===== config.mk =====
export PLATFORM = sky130hd
export DESIGN_NAME = rx_filter_hop
export DESIGN_NICKNAME = d
export VERILOG_FILES = /design/src/design/rx_filter_hop_pkg.sv /design/src/design/match_if.sv /design/src/design/header_match.sv /design/src/design/rx_filter_hop.sv
export VERILOG_INCLUDE_DIRS = /design/src /design/src/design
export SDC_FILE = /design/constraint.sdc
export NUM_CORES = 2
export LEC_CHECK = 0
export BUFFER_PORTS_ARGS = -buffer_cell sky130_fd_sc_hd__buf_4
export CAP_MARGIN = 20
export CORE_UTILIZATION = 50
export DETAILED_ROUTE_END_ITERATION = 10
export PLACE_DENSITY_LB_ADDON = 0.12
export REMOVE_ABC_BUFFERS = 1
export SLEW_MARGIN = 20
export SYNTH_ARGS = -nofsm -noshare
export SYNTH_HDL_FRONTEND = slang
export SYNTH_SLANG_ARGS = --single-unit

===== constraint.sdc =====
create_clock -name clk_sys_in -period 9.8 [get_ports clk_sys_in]
set_input_delay 0.98 -clock clk_sys_in [delete_from_list [all_inputs] [get_ports clk_sys_in]]
set_output_delay 0.98 -clock clk_sys_in [all_outputs]
set_load 0.05 [all_outputs]

===== src/design/rx_filter_hop_params.svh =====
// Register map, field positions, reset values and fixed counts of the receive filter
`ifndef RX_FILTER_HOP_PARAMS_SVH
`define RX_FILTER_HOP_PARAMS_SVH
// Register byte offsets
`define RFH_CTRL_OFS      12'h000
`define RFH_LENPOS_OFS    12'h004
`define RFH_MATCH0_OFS    12'h008
`define RFH_BASE_OFS      12'h018
`define RFH_STEP_OFS      12'h01C
`define RFH_RSSITO_OFS    12'h020
`define RFH_PRETO_OFS     12'h024
`define RFH_SYNCLEN_OFS   12'h028
`define RFH_HOPNUM_OFS    12'h02C
`define RFH_THRESH_OFS    12'h030
`define RFH_STATUS_OFS    12'h034
`define RFH_TABLE_OFS     12'h100
// Control register bit positions
`define RFH_C_LEN2        0
`define RFH_C_MSBF        1
`define RFH_C_LSTORE      2
`define RFH_C_ABORT       3
`define RFH_C_HOPEN       4
`define RFH_C_RSSIEN      5
`define RFH_C_PREEN       6
`define RFH_C_GHOP        7
`define RFH_C_GWRAP       8
`define RFH_C_AVG         9
`define RFH_CTRL_W        10
// Match slot word layout
`define RFH_M_VAL_LSB     0
`define RFH_M_MSK_LSB     8
`define RFH_M_OFS_LSB     16
`define RFH_M_AND         24
`define RFH_M_EN          25
// Reset values and fixed values
`define RFH_CTRL_RST      10'h000
`define RFH_TO_RST        16'h0020
`define RFH_SYNCLEN_RST   8'h10
`define RFH_SKIP_CHAN     8'hFF
`define RFH_SYNC_EXTRA    16'h0004
`define RFH_TABLE_DEPTH   64
`endif


===== src/design/rx_filter_hop_pkg.sv =====
// Types shared by the receive filter modules
package rx_filter_hop_pkg;
   typedef struct packed {
      logic       en;
      logic       and_sel;
      logic [4:0] ofs;
      logic [7:0] mask;
      logic [7:0] value;
   } match_slot_s;
   typedef enum logic [2:0] {
      ST_SETTLE = 3'b000,
      ST_LISTEN = 3'b001,
      ST_SYNC   = 3'b010,
      ST_PKT    = 3'b011,
      ST_STEP   = 3'b100
   } hop_state_e;
endpackage : rx_filter_hop_pkg


===== src/design/match_if.sv =====
// Carrier between packet handler and header match engine
`timescale 1ns/1ps
interface match_if;
   rx_filter_hop_pkg::match_slot_s [3:0] cfg;
   logic       start;
   logic       byte_valid;
   logic [7:0] byte_idx;
   logic [7:0] byte_data;
   logic       decided;
   logic       pass;
   modport ctrl (output cfg, start, byte_valid, byte_idx, byte_data, input decided, pass);
   modport engine (input cfg, start, byte_valid, byte_idx, byte_data, output decided, pass);
endinterface : match_if


===== src/design/header_match.sv =====
// Masked header match engine with cumulative and/or result
`timescale 1ns/1ps
module header_match (
   // Clock and reset
   input  wire logic clk_sys_in,
   input  wire logic rst_in,
   // Carrier
   match_if.engine   m
);
   logic [3:0] here;
   logic [3:0] ok;
   logic [3:0] last;
   logic [3:0] en_v;
   logic       seen;
   logic       cum;
   logic       next_cum;
   logic       cur_ok;
   logic       cur_and;
   logic       any_here;

   // Per slot position, mask compare and last enabled slot
   for (genvar k = 0; k < 4; k++) begin : g_slot
      assign en_v[k] = m.cfg[k].en;
      assign here[k] = m.byte_valid && m.cfg[k].en && (m.byte_idx == {3'h0, m.cfg[k].ofs});
      assign ok[k]   = (m.byte_data & m.cfg[k].mask) == m.cfg[k].value;
      assign last[k] = en_v[k] && ((en_v >> (k + 1)) == 4'h0);
   end

   // Fold current slot into the running result
   assign any_here = |here;
   assign cur_ok   = |(here & ok);
   assign cur_and  = |(here & {m.cfg[3].and_sel, m.cfg[2].and_sel, m.cfg[1].and_sel, m.cfg[0].and_sel});
   assign next_cum = !seen ? cur_ok : (cur_and ? (cum & cur_ok) : (cum | cur_ok));

   // Running result, decision pulse at last enabled slot
   always_ff @(posedge clk_sys_in) begin
      if (rst_in || m.start) begin
         seen      <= 1'b0;
         cum       <= 1'b0;
         m.decided <= 1'b0;
         m.pass    <= 1'b1;
      end else begin
         m.decided <= any_here && |(here & last);
         if (any_here) begin
            seen <= 1'b1;
            cum  <= next_cum;
            if (|(here & last)) begin
               m.pass <= next_cum;
            end
         end
      end
   end

   match_and_a: assert property (@(posedge clk_sys_in) disable iff (rst_in)
      (any_here && seen && cur_and && !m.start) |=> (cum == ($past(cum) & $past(cur_ok))))
      else $error("and combine of match slot wrong");
   match_pass_a: assert property (@(posedge clk_sys_in) disable iff (rst_in)
      m.decided |-> (m.pass == cum))
      else $error("match decision differs from running result");
endmodule : header_match


===== src/design/rx_filter_hop.sv =====
// Receive packet handler: length parsing, header match filter, automatic channel hopping
//
// The APB slave port and the register addresses were decided locally.
`timescale 1ns/1ps
`include "rx_filter_hop_params.svh"
// Summary of operation
// - Length field one or two bytes
// - Two-byte length either byte order
// - Length field stored or dropped
// - Up to four match bytes
// - Failed match can abort packet
// - Received byte masked then compared
// - Slot results chained by or/and
// - Frequency is base plus channel times step
// - Hop table of 64 channels
// - Base channel, table in order, wrap
// - All-ones entries are skipped
// - Outputs toggle on hop and wrap
// - Signal strength timeout in bit periods
// - Preamble timeout hops when absent
// - Preamble found keeps channel
// - Sync within length plus four bits
module rx_filter_hop #(
   parameter int DEPTH = `RFH_TABLE_DEPTH
) (
   // Clock and reset
   input  wire logic        clk_sys_in,
   input  wire logic        rst_in,
   // APB slave
   input  wire logic        psel_in,
   input  wire logic        penable_in,
   input  wire logic        pwrite_in,
   input  wire logic [11:0] paddr_in,
   input  wire logic [31:0] pwdata_in,
   output logic [31:0]      prdata_out,
   output logic             pready_out,
   output logic             pslverr_out,
   // Demodulator status
   input  wire logic        rx_settled_in,
   input  wire logic        bit_tick_in,
   input  wire logic [7:0]  rssi_in,
   input  wire logic        preamble_det_in,
   input  wire logic        nonpre_bit_in,
   input  wire logic        sync_found_in,
   input  wire logic        rx_byte_valid_in,
   input  wire logic [7:0]  rx_byte_in,
   // Receive queue and synthesizer
   output logic             fifo_wr_out,
   output logic [7:0]       fifo_data_out,
   output logic [31:0]      freq_out,
   output logic [7:0]       chan_out,
   // Events and general purpose outputs
   output logic             pkt_done_out,
   output logic             pkt_abort_out,
   output logic             gpio_hop_out,
   output logic             gpio_wrap_out
);
   match_if m ();
   header_match u_match (.clk_sys_in(clk_sys_in), .rst_in(rst_in), .m(m));

   rx_filter_hop_pkg::hop_state_e state;
   rx_filter_hop_pkg::match_slot_s [3:0] slot;
   logic [`RFH_CTRL_W-1:0] ctrl;
   logic [7:0]  len_pos;
   logic [31:0] base;
   logic [15:0] step;
   logic [15:0] rssi_to;
   logic [15:0] pre_to;
   logic [7:0]  sync_len;
   logic [6:0]  hop_num;
   logic [7:0]  thresh;
   logic [7:0]  table_mem [DEPTH];
   logic [6:0]  pos;
   logic [15:0] bit_cnt;
   logic        rssi_ok;
   logic        sync_armed;
   logic [7:0]  rssi_prev;
   logic [7:0]  idx;
   logic [15:0] len;
   logic [15:0] data_cnt;
   logic        len_done;
   logic        last_pass;

   // APB decode
   logic        acc;
   logic        wr;
   logic        in_table;
   logic [5:0]  tab_idx;
   logic [3:0]  reg_idx;
   logic        mapped;
   logic [31:0] rd_mux;
   rx_filter_hop_pkg::match_slot_s wslot;
   logic [31:0] slot_rd [4];
   assign acc      = psel_in && penable_in && !pready_out;
   assign wr       = psel_in && penable_in && pready_out && pwrite_in && !pslverr_out;
   assign in_table = (paddr_in[11:8] == 4'h1) && ({1'b0, paddr_in[7:2]} < 7'(DEPTH)) && (paddr_in[1:0] == 2'h0);
   assign tab_idx  = paddr_in[7:2];
   assign reg_idx  = paddr_in[5:2];
   assign mapped   = in_table || ((paddr_in[11:6] == 6'h00) && (paddr_in[1:0] == 2'h0) && (reg_idx <= 4'hD));
   // Match slot fields taken from their bus positions
   assign wslot    = {pwdata_in[`RFH_M_EN], pwdata_in[`RFH_M_AND], pwdata_in[`RFH_M_OFS_LSB +: 5],
                      pwdata_in[`RFH_M_MSK_LSB +: 8], pwdata_in[`RFH_M_VAL_LSB +: 8]};
   // Match slot words rebuilt at their bus positions
   for (genvar k = 0; k < 4; k++) begin : g_slot_rd
      assign slot_rd[k] = {6'h0, slot[k].en, slot[k].and_sel, 3'h0, slot[k].ofs, slot[k].mask, slot[k].value};
   end
   always_comb begin
      case (paddr_in)
         `RFH_CTRL_OFS:       rd_mux = {22'h0, ctrl};
         `RFH_LENPOS_OFS:     rd_mux = {24'h0, len_pos};
         `RFH_MATCH0_OFS:         rd_mux = slot_rd[0];
         `RFH_MATCH0_OFS + 12'h4: rd_mux = slot_rd[1];
         `RFH_MATCH0_OFS + 12'h8: rd_mux = slot_rd[2];
         `RFH_MATCH0_OFS + 12'hC: rd_mux = slot_rd[3];
         `RFH_BASE_OFS:       rd_mux = base;
         `RFH_STEP_OFS:       rd_mux = {16'h0, step};
         `RFH_RSSITO_OFS:     rd_mux = {16'h0, rssi_to};
         `RFH_PRETO_OFS:      rd_mux = {16'h0, pre_to};
         `RFH_SYNCLEN_OFS:    rd_mux = {24'h0, sync_len};
         `RFH_HOPNUM_OFS:     rd_mux = {25'h0, hop_num};
         `RFH_THRESH_OFS:     rd_mux = {24'h0, thresh};
         `RFH_STATUS_OFS:     rd_mux = {12'h0, last_pass, state, 1'b0, pos, chan_out};
         default:             rd_mux = in_table ? {24'h0, table_mem[tab_idx]} : 32'h0;
      endcase
   end

   // APB answer one cycle into the access phase
   always_ff @(posedge clk_sys_in) begin
      if (rst_in) begin
         pready_out  <= 1'b0;
         pslverr_out <= 1'b0;
         prdata_out  <= 32'h0;
      end else begin
         pready_out  <= acc;
         pslverr_out <= acc && !mapped;
         prdata_out  <= (acc && mapped && !pwrite_in) ? rd_mux : 32'h0;
      end
   end

   // Configuration registers
   always_ff @(posedge clk_sys_in) begin
      if (rst_in) begin
         ctrl     <= `RFH_CTRL_RST;
         len_pos  <= 8'h00;
         slot     <= '0;
         base     <= 32'h0;
         step     <= 16'h0;
         rssi_to  <= `RFH_TO_RST;
         pre_to   <= `RFH_TO_RST;
         sync_len <= `RFH_SYNCLEN_RST;
         hop_num  <= 7'h00;
         thresh   <= 8'h00;
      end else if (wr) begin
         case (paddr_in)
            `RFH_CTRL_OFS:       ctrl     <= pwdata_in[`RFH_CTRL_W-1:0];
            `RFH_LENPOS_OFS:     len_pos  <= pwdata_in[7:0];
            `RFH_MATCH0_OFS:         slot[0]  <= wslot;
            `RFH_MATCH0_OFS + 12'h4: slot[1]  <= wslot;
            `RFH_MATCH0_OFS + 12'h8: slot[2]  <= wslot;
            `RFH_MATCH0_OFS + 12'hC: slot[3]  <= wslot;
            `RFH_BASE_OFS:       base     <= pwdata_in;
            `RFH_STEP_OFS:       step     <= pwdata_in[15:0];
            `RFH_RSSITO_OFS:     rssi_to  <= pwdata_in[15:0];
            `RFH_PRETO_OFS:      pre_to   <= pwdata_in[15:0];
            `RFH_SYNCLEN_OFS:    sync_len <= pwdata_in[7:0];
            `RFH_HOPNUM_OFS:     hop_num  <= (pwdata_in[6:0] > 7'(DEPTH)) ? 7'(DEPTH) : pwdata_in[6:0];
            `RFH_THRESH_OFS:     thresh   <= pwdata_in[7:0];
            default:             ;
         endcase
      end
   end

   // Hop table, unused entries read as skip value
   always_ff @(posedge clk_sys_in) begin
      if (rst_in) begin
         for (int i = 0; i < DEPTH; i++) table_mem[i] <= `RFH_SKIP_CHAN;
      end else if (wr && in_table) begin
         table_mem[tab_idx] <= pwdata_in[7:0];
      end
   end

   // Hop decisions
   logic [8:0]  rssi_sum;
   logic [7:0]  rssi_eff;
   logic        rssi_hit;
   logic        rssi_exp;
   logic        pre_exp;
   logic        sync_exp;
   logic        hop_req;
   logic        at_end;
   logic [7:0]  entry;
   logic [31:0] next_freq;
   assign rssi_sum  = {1'b0, rssi_in} + {1'b0, rssi_prev};
   assign rssi_eff  = ctrl[`RFH_C_AVG] ? rssi_sum[8:1] : rssi_in;
   assign rssi_hit  = bit_tick_in && (rssi_eff > thresh);
   assign rssi_exp  = ctrl[`RFH_C_RSSIEN] && !rssi_ok && (bit_cnt >= rssi_to);
   assign pre_exp   = ctrl[`RFH_C_PREEN] && (bit_cnt >= pre_to);
   assign sync_exp  = sync_armed && (bit_cnt >= ({8'h0, sync_len} + `RFH_SYNC_EXTRA));
   assign hop_req   = ((state == rx_filter_hop_pkg::ST_LISTEN) && (rssi_exp || pre_exp))
                   || ((state == rx_filter_hop_pkg::ST_SYNC) && sync_exp && !sync_found_in);
   assign at_end    = pos >= hop_num;
   assign entry     = table_mem[pos[5:0]];
   assign next_freq = base + ({24'h0, chan_out} * {16'h0, step});

   // Channel scan state machine
   always_ff @(posedge clk_sys_in) begin
      if (rst_in) begin
         state      <= rx_filter_hop_pkg::ST_SETTLE;
         pos        <= 7'h00;
         chan_out   <= 8'h00;
         bit_cnt    <= 16'h0;
         rssi_ok    <= 1'b0;
         sync_armed <= 1'b0;
         rssi_prev  <= 8'h00;
         gpio_hop_out  <= 1'b0;
         gpio_wrap_out <= 1'b0;
      end else begin
         if (bit_tick_in) rssi_prev <= rssi_in;
         if (bit_tick_in) bit_cnt <= bit_cnt + 16'h1;
         case (state)
            rx_filter_hop_pkg::ST_SETTLE: begin
               bit_cnt    <= 16'h0;
               rssi_ok    <= 1'b0;
               sync_armed <= 1'b0;
               if (rx_settled_in) state <= rx_filter_hop_pkg::ST_LISTEN;
            end
            rx_filter_hop_pkg::ST_LISTEN: begin
               if (rssi_hit) rssi_ok <= 1'b1;
               if (preamble_det_in) begin
                  state   <= rx_filter_hop_pkg::ST_SYNC;
                  bit_cnt <= 16'h0;
               end else if (hop_req) begin
                  state <= ctrl[`RFH_C_HOPEN] ? rx_filter_hop_pkg::ST_STEP : rx_filter_hop_pkg::ST_SETTLE;
               end
            end
            rx_filter_hop_pkg::ST_SYNC: begin
               if (!sync_armed) bit_cnt <= 16'h0;
               if (nonpre_bit_in && !sync_armed) sync_armed <= 1'b1;
               if (sync_found_in) begin
                  state <= rx_filter_hop_pkg::ST_PKT;
               end else if (hop_req) begin
                  state <= ctrl[`RFH_C_HOPEN] ? rx_filter_hop_pkg::ST_STEP : rx_filter_hop_pkg::ST_SETTLE;
               end
            end
            rx_filter_hop_pkg::ST_PKT: begin
               if (pkt_done_out || pkt_abort_out) state <= rx_filter_hop_pkg::ST_SETTLE;
            end
            rx_filter_hop_pkg::ST_STEP: begin
               if (at_end) begin
                  pos      <= 7'h00;
                  chan_out <= 8'h00;
                  state    <= rx_filter_hop_pkg::ST_SETTLE;
                  if (ctrl[`RFH_C_GWRAP]) gpio_wrap_out <= !gpio_wrap_out;
                  if (ctrl[`RFH_C_GHOP]) gpio_hop_out <= !gpio_hop_out;
               end else begin
                  pos <= pos + 7'h1;
                  if (entry != `RFH_SKIP_CHAN) begin
                     chan_out <= entry;
                     state    <= rx_filter_hop_pkg::ST_SETTLE;
                     if (ctrl[`RFH_C_GHOP]) gpio_hop_out <= !gpio_hop_out;
                  end
               end
            end
            default: state <= rx_filter_hop_pkg::ST_SETTLE;
         endcase
      end
   end

   // Synthesizer word follows the channel
   always_ff @(posedge clk_sys_in) begin
      if (rst_in) freq_out <= 32'h0;
      else freq_out <= next_freq;
   end

   // Packet byte classification
   logic       pkt_byte;
   logic       len_b0;
   logic       len_b1;
   logic       in_len;
   logic       len_last;
   logic [15:0] len_new;
   logic       fail;
   assign pkt_byte = (state == rx_filter_hop_pkg::ST_PKT) && rx_byte_valid_in;
   assign len_b0   = idx == len_pos;
   assign len_b1   = ctrl[`RFH_C_LEN2] && (idx == len_pos + 8'h1);
   assign in_len   = len_b0 || len_b1;
   assign len_last = ctrl[`RFH_C_LEN2] ? len_b1 : len_b0;
   assign len_new  = len_b0 ? ((ctrl[`RFH_C_LEN2] && ctrl[`RFH_C_MSBF]) ? {rx_byte_in, 8'h00} : {8'h00, rx_byte_in})
                   : (ctrl[`RFH_C_MSBF] ? {len[15:8], rx_byte_in} : {rx_byte_in, len[7:0]});
   assign fail     = m.decided && !m.pass && ctrl[`RFH_C_ABORT];

   // Match engine connection
   assign m.cfg        = slot;
   assign m.start      = (state == rx_filter_hop_pkg::ST_SYNC) && sync_found_in;
   assign m.byte_valid = pkt_byte;
   assign m.byte_idx   = idx;
   assign m.byte_data  = rx_byte_in;

   // Length tracking, queue writes and packet end
   always_ff @(posedge clk_sys_in) begin
      if (rst_in || m.start) begin
         idx           <= 8'h00;
         len           <= 16'h0;
         data_cnt      <= 16'h0;
         len_done      <= 1'b0;
         fifo_wr_out   <= 1'b0;
         fifo_data_out <= 8'h00;
         pkt_done_out  <= 1'b0;
         pkt_abort_out <= 1'b0;
      end else begin
         fifo_wr_out   <= pkt_byte && !(in_len && !ctrl[`RFH_C_LSTORE]) && !pkt_done_out && !pkt_abort_out;
         fifo_data_out <= rx_byte_in;
         pkt_abort_out <= fail && !pkt_abort_out && (state == rx_filter_hop_pkg::ST_PKT);
         pkt_done_out  <= 1'b0;
         if (pkt_byte) begin
            if (idx != 8'hFF) idx <= idx + 8'h1;
            if (in_len) len <= len_new;
            if (len_last) begin
               len_done <= 1'b1;
               pkt_done_out <= (len_new == 16'h0) && !fail;
            end
            if (len_done) begin
               data_cnt <= data_cnt + 16'h1;
               pkt_done_out <= (data_cnt + 16'h1 == len) && !fail;
            end
         end
      end
   end

   // Last match outcome for status
   always_ff @(posedge clk_sys_in) begin
      if (rst_in) last_pass <= 1'b1;
      else if (m.decided) last_pass <= m.pass;
   end

   apb_ready_a: assert property (@(posedge clk_sys_in) disable iff (rst_in)
      (psel_in && penable_in && !pready_out) |=> pready_out)
      else $error("apb answer not given one cycle into access");
   skip_ff_a: assert property (@(posedge clk_sys_in) disable iff (rst_in)
      (state == rx_filter_hop_pkg::ST_STEP) ##1 (state == rx_filter_hop_pkg::ST_SETTLE) |-> chan_out != 8'hFF)
      else $error("hop landed on skipped channel");
   wrap_base_a: assert property (@(posedge clk_sys_in) disable iff (rst_in)
      (state == rx_filter_hop_pkg::ST_STEP && at_end && ctrl[`RFH_C_GWRAP]) |=>
      (chan_out == 8'h00 && pos == 7'h00 && gpio_wrap_out != $past(gpio_wrap_out)))
      else $error("table wrap did not return to base channel");
   freq_calc_a: assert property (@(posedge clk_sys_in) disable iff (rst_in)
      $stable(chan_out) && $stable(base) && $stable(step) |=>
      freq_out == $past(base) + ({24'h0, $past(chan_out)} * {16'h0, $past(step)}))
      else $error("frequency word wrong");
   pkt_hold_a: assert property (@(posedge clk_sys_in) disable iff (rst_in)
      (state == rx_filter_hop_pkg::ST_PKT) |=> $stable(chan_out) && $stable(pos))
      else $error("channel changed during packet");
   sync_timeout_a: assert property (@(posedge clk_sys_in) disable iff (rst_in)
      (state == rx_filter_hop_pkg::ST_SYNC && sync_exp && !sync_found_in && ctrl[`RFH_C_HOPEN]) |=>
      state == rx_filter_hop_pkg::ST_STEP)
      else $error("missing sync did not hop");
   pre_timeout_a: assert property (@(posedge clk_sys_in) disable iff (rst_in)
      (state == rx_filter_hop_pkg::ST_LISTEN && pre_exp && !preamble_det_in && ctrl[`RFH_C_HOPEN]) |=>
      state == rx_filter_hop_pkg::ST_STEP)
      else $error("missing preamble did not hop");
   len_drop_a: assert property (@(posedge clk_sys_in) disable iff (rst_in || m.start)
      (pkt_byte && in_len && !ctrl[`RFH_C_LSTORE]) |=> !fifo_wr_out)
      else $error("length byte written while stripping");
   abort_fail_a: assert property (@(posedge clk_sys_in) disable iff (rst_in || m.start)
      (fail && state == rx_filter_hop_pkg::ST_PKT && !pkt_abort_out) |=> pkt_abort_out ##1 !fifo_wr_out)
      else $error("match failure did not abort");
   cov_pkt_c: cover property (@(posedge clk_sys_in) disable iff (rst_in) pkt_done_out);
   cov_abort_c: cover property (@(posedge clk_sys_in) disable iff (rst_in) pkt_abort_out);
   cov_wrap_c: cover property (@(posedge clk_sys_in) disable iff (rst_in)
      state == rx_filter_hop_pkg::ST_STEP && at_end);
endmodule : rx_filter_hop


**After elaboration in Yosys (flattened, before gate mapping)**

Memories as Yosys holds them, arrays and structs flattened. A register that Yosys moved wholly into a read port is not among the register bits.
Cells that the tools add are included.
W data, S select, Z words.

- Register bits after elaboration: 382
- Latch bits: 0
- RAM bits: 512
- Memory bits (read-only): 0
- Output and inout port bits: 87
- Word-level logic and storage cells: 273
- Memories kept: 1

- Add/sub/neg operators: 8
- Multipliers: 1
- Divide/modulo/power cells: 0
- $lt $le $gt $ge: 7
- Eq/ne operators: 36
- Shifts and indexed selects: 0
- Multiplexer cells: 45
- Bitwise gates (word level): 11
- Reduce and logical (&&, ||, !) cells: 109

Memory list:

| memory | words | bits a word | read ports | clocked after Yosys merged registers in | write ports | RTL line | text |
|---|---|---|---|---|---|---|---|
| table_mem | 64 | 8 | 2 | 1 | 64 | rx_filter_hop.sv:72 | `logic [7:0] table_mem [DEPTH];` |

Operators with widths:

| kind | number |
|---|---|
| $pmux W32 S14 | 1 |
| $mux W16 | 6 |
| $eq A12 B6 Y1 const B | 6 |
| $eq A12 B5 Y1 const B | 4 |
| $eq A8 B8 Y1 | 6 |
| $pmux W16 S3 | 1 |
| $logic_and A1 B1 Y1 | 47 |
| $reduce_and A2 Y1 | 21 |
| $mux W8 | 5 |
| $add A16 B1 Y16 const B | 2 |
| $add A32 B24 Y32 | 1 |
| $and A8 B8 Y8 | 4 |
| $eq A8 B5 Y1 | 4 |
| $ge A16 B16 Y1 | 2 |
| $eq A12 B4 Y1 const B | 2 |
| $mul A8 B16 Y24 | 1 |
| $mux W3 | 8 |
| $mux W6 | 3 |
| $add A8 B1 Y8 const B | 2 |
| $eq A16 B16 Y1 | 1 |
| $ge A16 B9 Y1 | 1 |
| $logic_not A16 Y1 | 1 |
| $mux W1 | 16 |
| $ne A8 B8 Y1 const B | 2 |
| other kinds (34) | 70 |

**Longest topological paths before layout**

- Depth in word-level cells: 10
- Mapped depth: 21
- Depth with buffers taken out: 20

**Cells and area by module**

From an unflattened synthesis, not the netlist that was laid out.

- Cells, all modules: 4758
- Area total of the unflattened synthesis: 51645.8 um^2

By module, submodules not included:

| module | instances | cells each | area each (um^2) |
|---|---|---|---|
| rx_filter_hop | 1 | 4600 | 50480.9 |
| header_match | 1 | 158 | 1164.9 |

**Worst setup path before layout**

No wires, ideal clock.

- Path type: register to register
- Start point: register chan_out[0]
- End point: register freq_out[29]
- Setup time: 121 ps
- Data arrival time: 5499 ps
- Required time: 9679 ps
- Setup slack: 4180 ps
- Stages on the path, launching flop included: 18
- Buffers on the path: 2
- Period minus slack after synthesis: 5620 ps
- Path through: dfxtp_1 -> clkbuf_1 -> clkbuf_1 -> nand2_1 -> fa_1 -> inv_1 -> fa_1 -> fa_1 -> fa_1 -> ha_1 -> or2_2 -> a21oi_1 -> a21oi_1 -> o41ai_2 -> o211ai_1 -> a221o_1 -> nand4_1 -> mux2_2

- Word-level cells in the longest chain between the ends: 2

Ends and longest elaborated chain:

| item | RTL line | text |
|---|---|---|
| start, declared | rx_filter_hop.sv:51 | `output logic [7:0] chan_out,` |
| start signal, assigned | rx_filter_hop.sv:258 | `chan_out <= entry;` |
| $mul A8 B16 Y24 | rx_filter_hop.sv:203 | `assign next_freq = base + ({24'h0, chan_out} * {16'h0, step});` |
| $add A32 B24 Y32 | rx_filter_hop.sv:203 |  |
| end signal, assigned | rx_filter_hop.sv:272 | `else freq_out <= next_freq;` |
| end, declared | rx_filter_hop.sv:50 | `output logic [31:0] freq_out,` |

Every way passes these cells.
A chain may end at the register's enable or synchronous reset.

**Worst setup path in the final report**

Ends and elaborated chain as after synthesis.

==> results.json <==
{
  "finalSetupTns_ps": 0,
  "syn_area_um2": 51600,
  "port_buffers": 157,
  "core_area_um2": 102000,
  "fin_skew_ps": 33.7,
  "max_freq_mhz": 172,
  "ir_worst_vdd_mv": 0.152,
  "synth_top_area_frac": 0.298,
  "hold_class": "register to register",
  "end_kind": "register",
  "period_needed_ps": 5820,
  "wl_met2_um": 77100,
  "fillers": 8912,
  "die-area_um2": 104000,
  "grt_pass1_vias": 36549,
  "synth-edff-count": 512,
  "synth_area_leaders": "edfxtp_1, dfxtp_1, mux4_2, or2_2, nand2_1",
  "drive_gt1_frac": 0.237,
  "wl_met1_um": 66800,
  "async_flop_share": 0,
  "outcome": "finished clean",
  "cts_tree": "built",
  "hold_viol_final": 0,
  "muxShareOfSynthArea": 0.141,
  "crit_type": "register to register",
  "vias_per_cell": 6.15,
  "cts_buffers": 102,
  "synthAdderAreaFrac": 0.0701,
  "ys_seq_area_frac": 0.449,
  "path_max_fanout": 19,
  "grt_max_degree": 82,
  "rows": 117,
  "place_area_um2": 53400,
  "drc": 0,
  "cts_resized": 0,
  "ant_nets": 0,
  "antenna_found_initial": 2,
  "yosys_register_bits": 900,
  "synth_xor_area_frac": 0.0275,
  "comb_power_share": 0.052,
  "rsz0062_at_grt": "no",
  "wire_per_inst_um": 26.8,
  "drt_iter0_markers": 4502,
  "intPower_mw": 6.35,
  "n_antenna_cell": 0,
  "clk_latency_ps": 720,
  "p_sw_frac": 0.235,
  "path_clk_slew_ps": 60,
  "cp-start-kind": "register",
  "top_layer": "met5",
  "syn_to_final_growth_pct": 10.0,
  "yosys.area.top_type": "edfxtp_1",
  "synth_common_cells": "nand2_1, or2_2, edfxtp_1",
  "worst_slew_pin_slew_ps": 1230,
  "p_switching_mw": 1.95,
  "synth.avg_cell_area_um2": 10.7,
  "slew_violations": 0,
  "first_pass_iters": 9,
  "met3_length_um": 14000,
  "pwr-share-clk": 0.465,
  "grt_remaining_overflow": 0,
  "final.period_utilization": 0.594,
  "ys.flop_type": "edfxtp_1",
  "gp_congestion": 0.955,
  "sequentialPowerShare": 0.483,
  "cp.required_ps": 10370,
  "grt_pass1_wl_um": 245000,
  "postCtsSetupBuffers": 0,
  "synthSimpleGateAreaFrac": 0.182,
  "initial_core_util": 0.506,
  "place_hpwl_um": 114000,
  "yosysMostFrequentCell": "nand2_1",
  "syn_inst": 4801,
  "vias": 38336,
  "die_w_um": 323,
  "power_leakage_nw": 18.0,
  "synth_cell_types": 89,
  "total_power_mw": 8.31,
  "cts-hold-fix-buffers": 0,
  "die_h_um": 323,
  "maxCapViolCount": 0,
  "yosysWarnings": 0,
  "synth-compound-area-share": 0.0841,
  "io_pins": 158,
  "setup_violations": 0,
  "holdWs_ps": 463,
  "arrival_ps": 6400,
  "relSlewSlack": 0.182,
  "h-tree-depth": 3,
  "clockBufferDepth": 3,
  "synth_top_family_by_area": "simple AND/OR/NAND/NOR gates",
  "drt_wl_total_um": 167000,
  "cts.sinks": 900,
  "final_net_count": 5072,
  "clock-root-buffer": "clkbuf_16",
  "grt_usage": 0.319,
  "cellPowerDensity_nw_per_um2": 146,
  "fin_area_um2": 56700
}
[path summary, 6_finish.rpt]
check,from,endpoint,cells past startpoint,slack (ps)
max,chan_out[0],freq_out[29],15,3980
min,base[21],base[21],2,460
max reg2reg,chan_out[0],freq_out[29],15,3980
min reg2reg,base[21],base[21],2,460
[final cells by class]
cell class / count / area [um2] / share of cell area
inverter: 211 / 792 / 0.0140
multi-input combinational: 3345 / 26100 / 0.460
tap: 1368 / 1710 / 0.0302
clock buffer: 142 / 2830 / 0.0499
timing repair buffer: 216 / 1650 / 0.0291
clock inverter: 50 / 505 / 0.00891
sequential: 900 / 23200 / 0.408
[metal layers]
layer | global-route usage | vias to the layer above
met2 | 0.504 | 1916
met4 | 0.158 | 2
met5 | 0 | -
li1 | - | 16936
met3 | 0.0543 | 434
met1 | 0.424 | 19048
[cells in the final DEF, fill, tap and decap left out, types with 118 or more instances in the layout]
master    count
a21oi_1     310
buf_4       212
dfxtp_1     385
edfxtp_1    512
ha_1        118
inv_1       211
mux2i_1     178
mux4_2      208
nand2_1     659
nor2_1      170
or2_2       518
[stage by stage]
step	utilization	std cells	setup slack, ps
3_5_place_dp	0.523	6040	3970
5_1_grt	0.556	6232	3690
6_report	0.556	6232	3980
2_1_floorplan	-	4456	3850
3_3_place_gp	0.523	6040	4030
4_1_cts	0.556	6232	3950
[logic make-up after synthesis]
logic type / count (synthesis)
simple gates: 1851
flops: 900
compound gates: 679
buf+inv: 556
mux: 428
fa+ha+maj: 225
xor+xnor: 162
[state kept, by name (all words and copies together) (netlist names), 10 cells and up, named ones only]
register / cells
data_cnt: 16
rssi_to: 16
len: 16
bit_cnt: 16
step: 16
m.cfg: 92
table_mem: 512
ctrl: 10
pre_to: 16
freq_out: 32
base: 32
prdata_out: 32
[critical path, stage by stage (launching register included)]
cell      delay (ps)
dfxtp_1          850
nand2_1          170
fa_1             540
inv_1             50
fa_1             490
fa_1             580
fa_1             420
ha_1             350
or2_2            310
a21oi_1          140
a21oi_1           90
o41ai_2          490
o211ai_1         330
a221o_1          430
nand4_1          120
mux2_2           340
[power groups by stage]
stage / registers [mW] / logic, mW / clock network [mW]
2_1_floorplan: 4.10 / 0.164 / 0
3_3_place_gp: 4.09 / 0.428 / 0
3_5_place_dp: 4.10 / 0.429 / 0
4_1_cts: 4.01 / 0.430 / 3.89
5_1_grt: 4.02 / 0.454 / 4.03
6_report: 4.02 / 0.434 / 3.86
(Power assumes the default switching activity.)
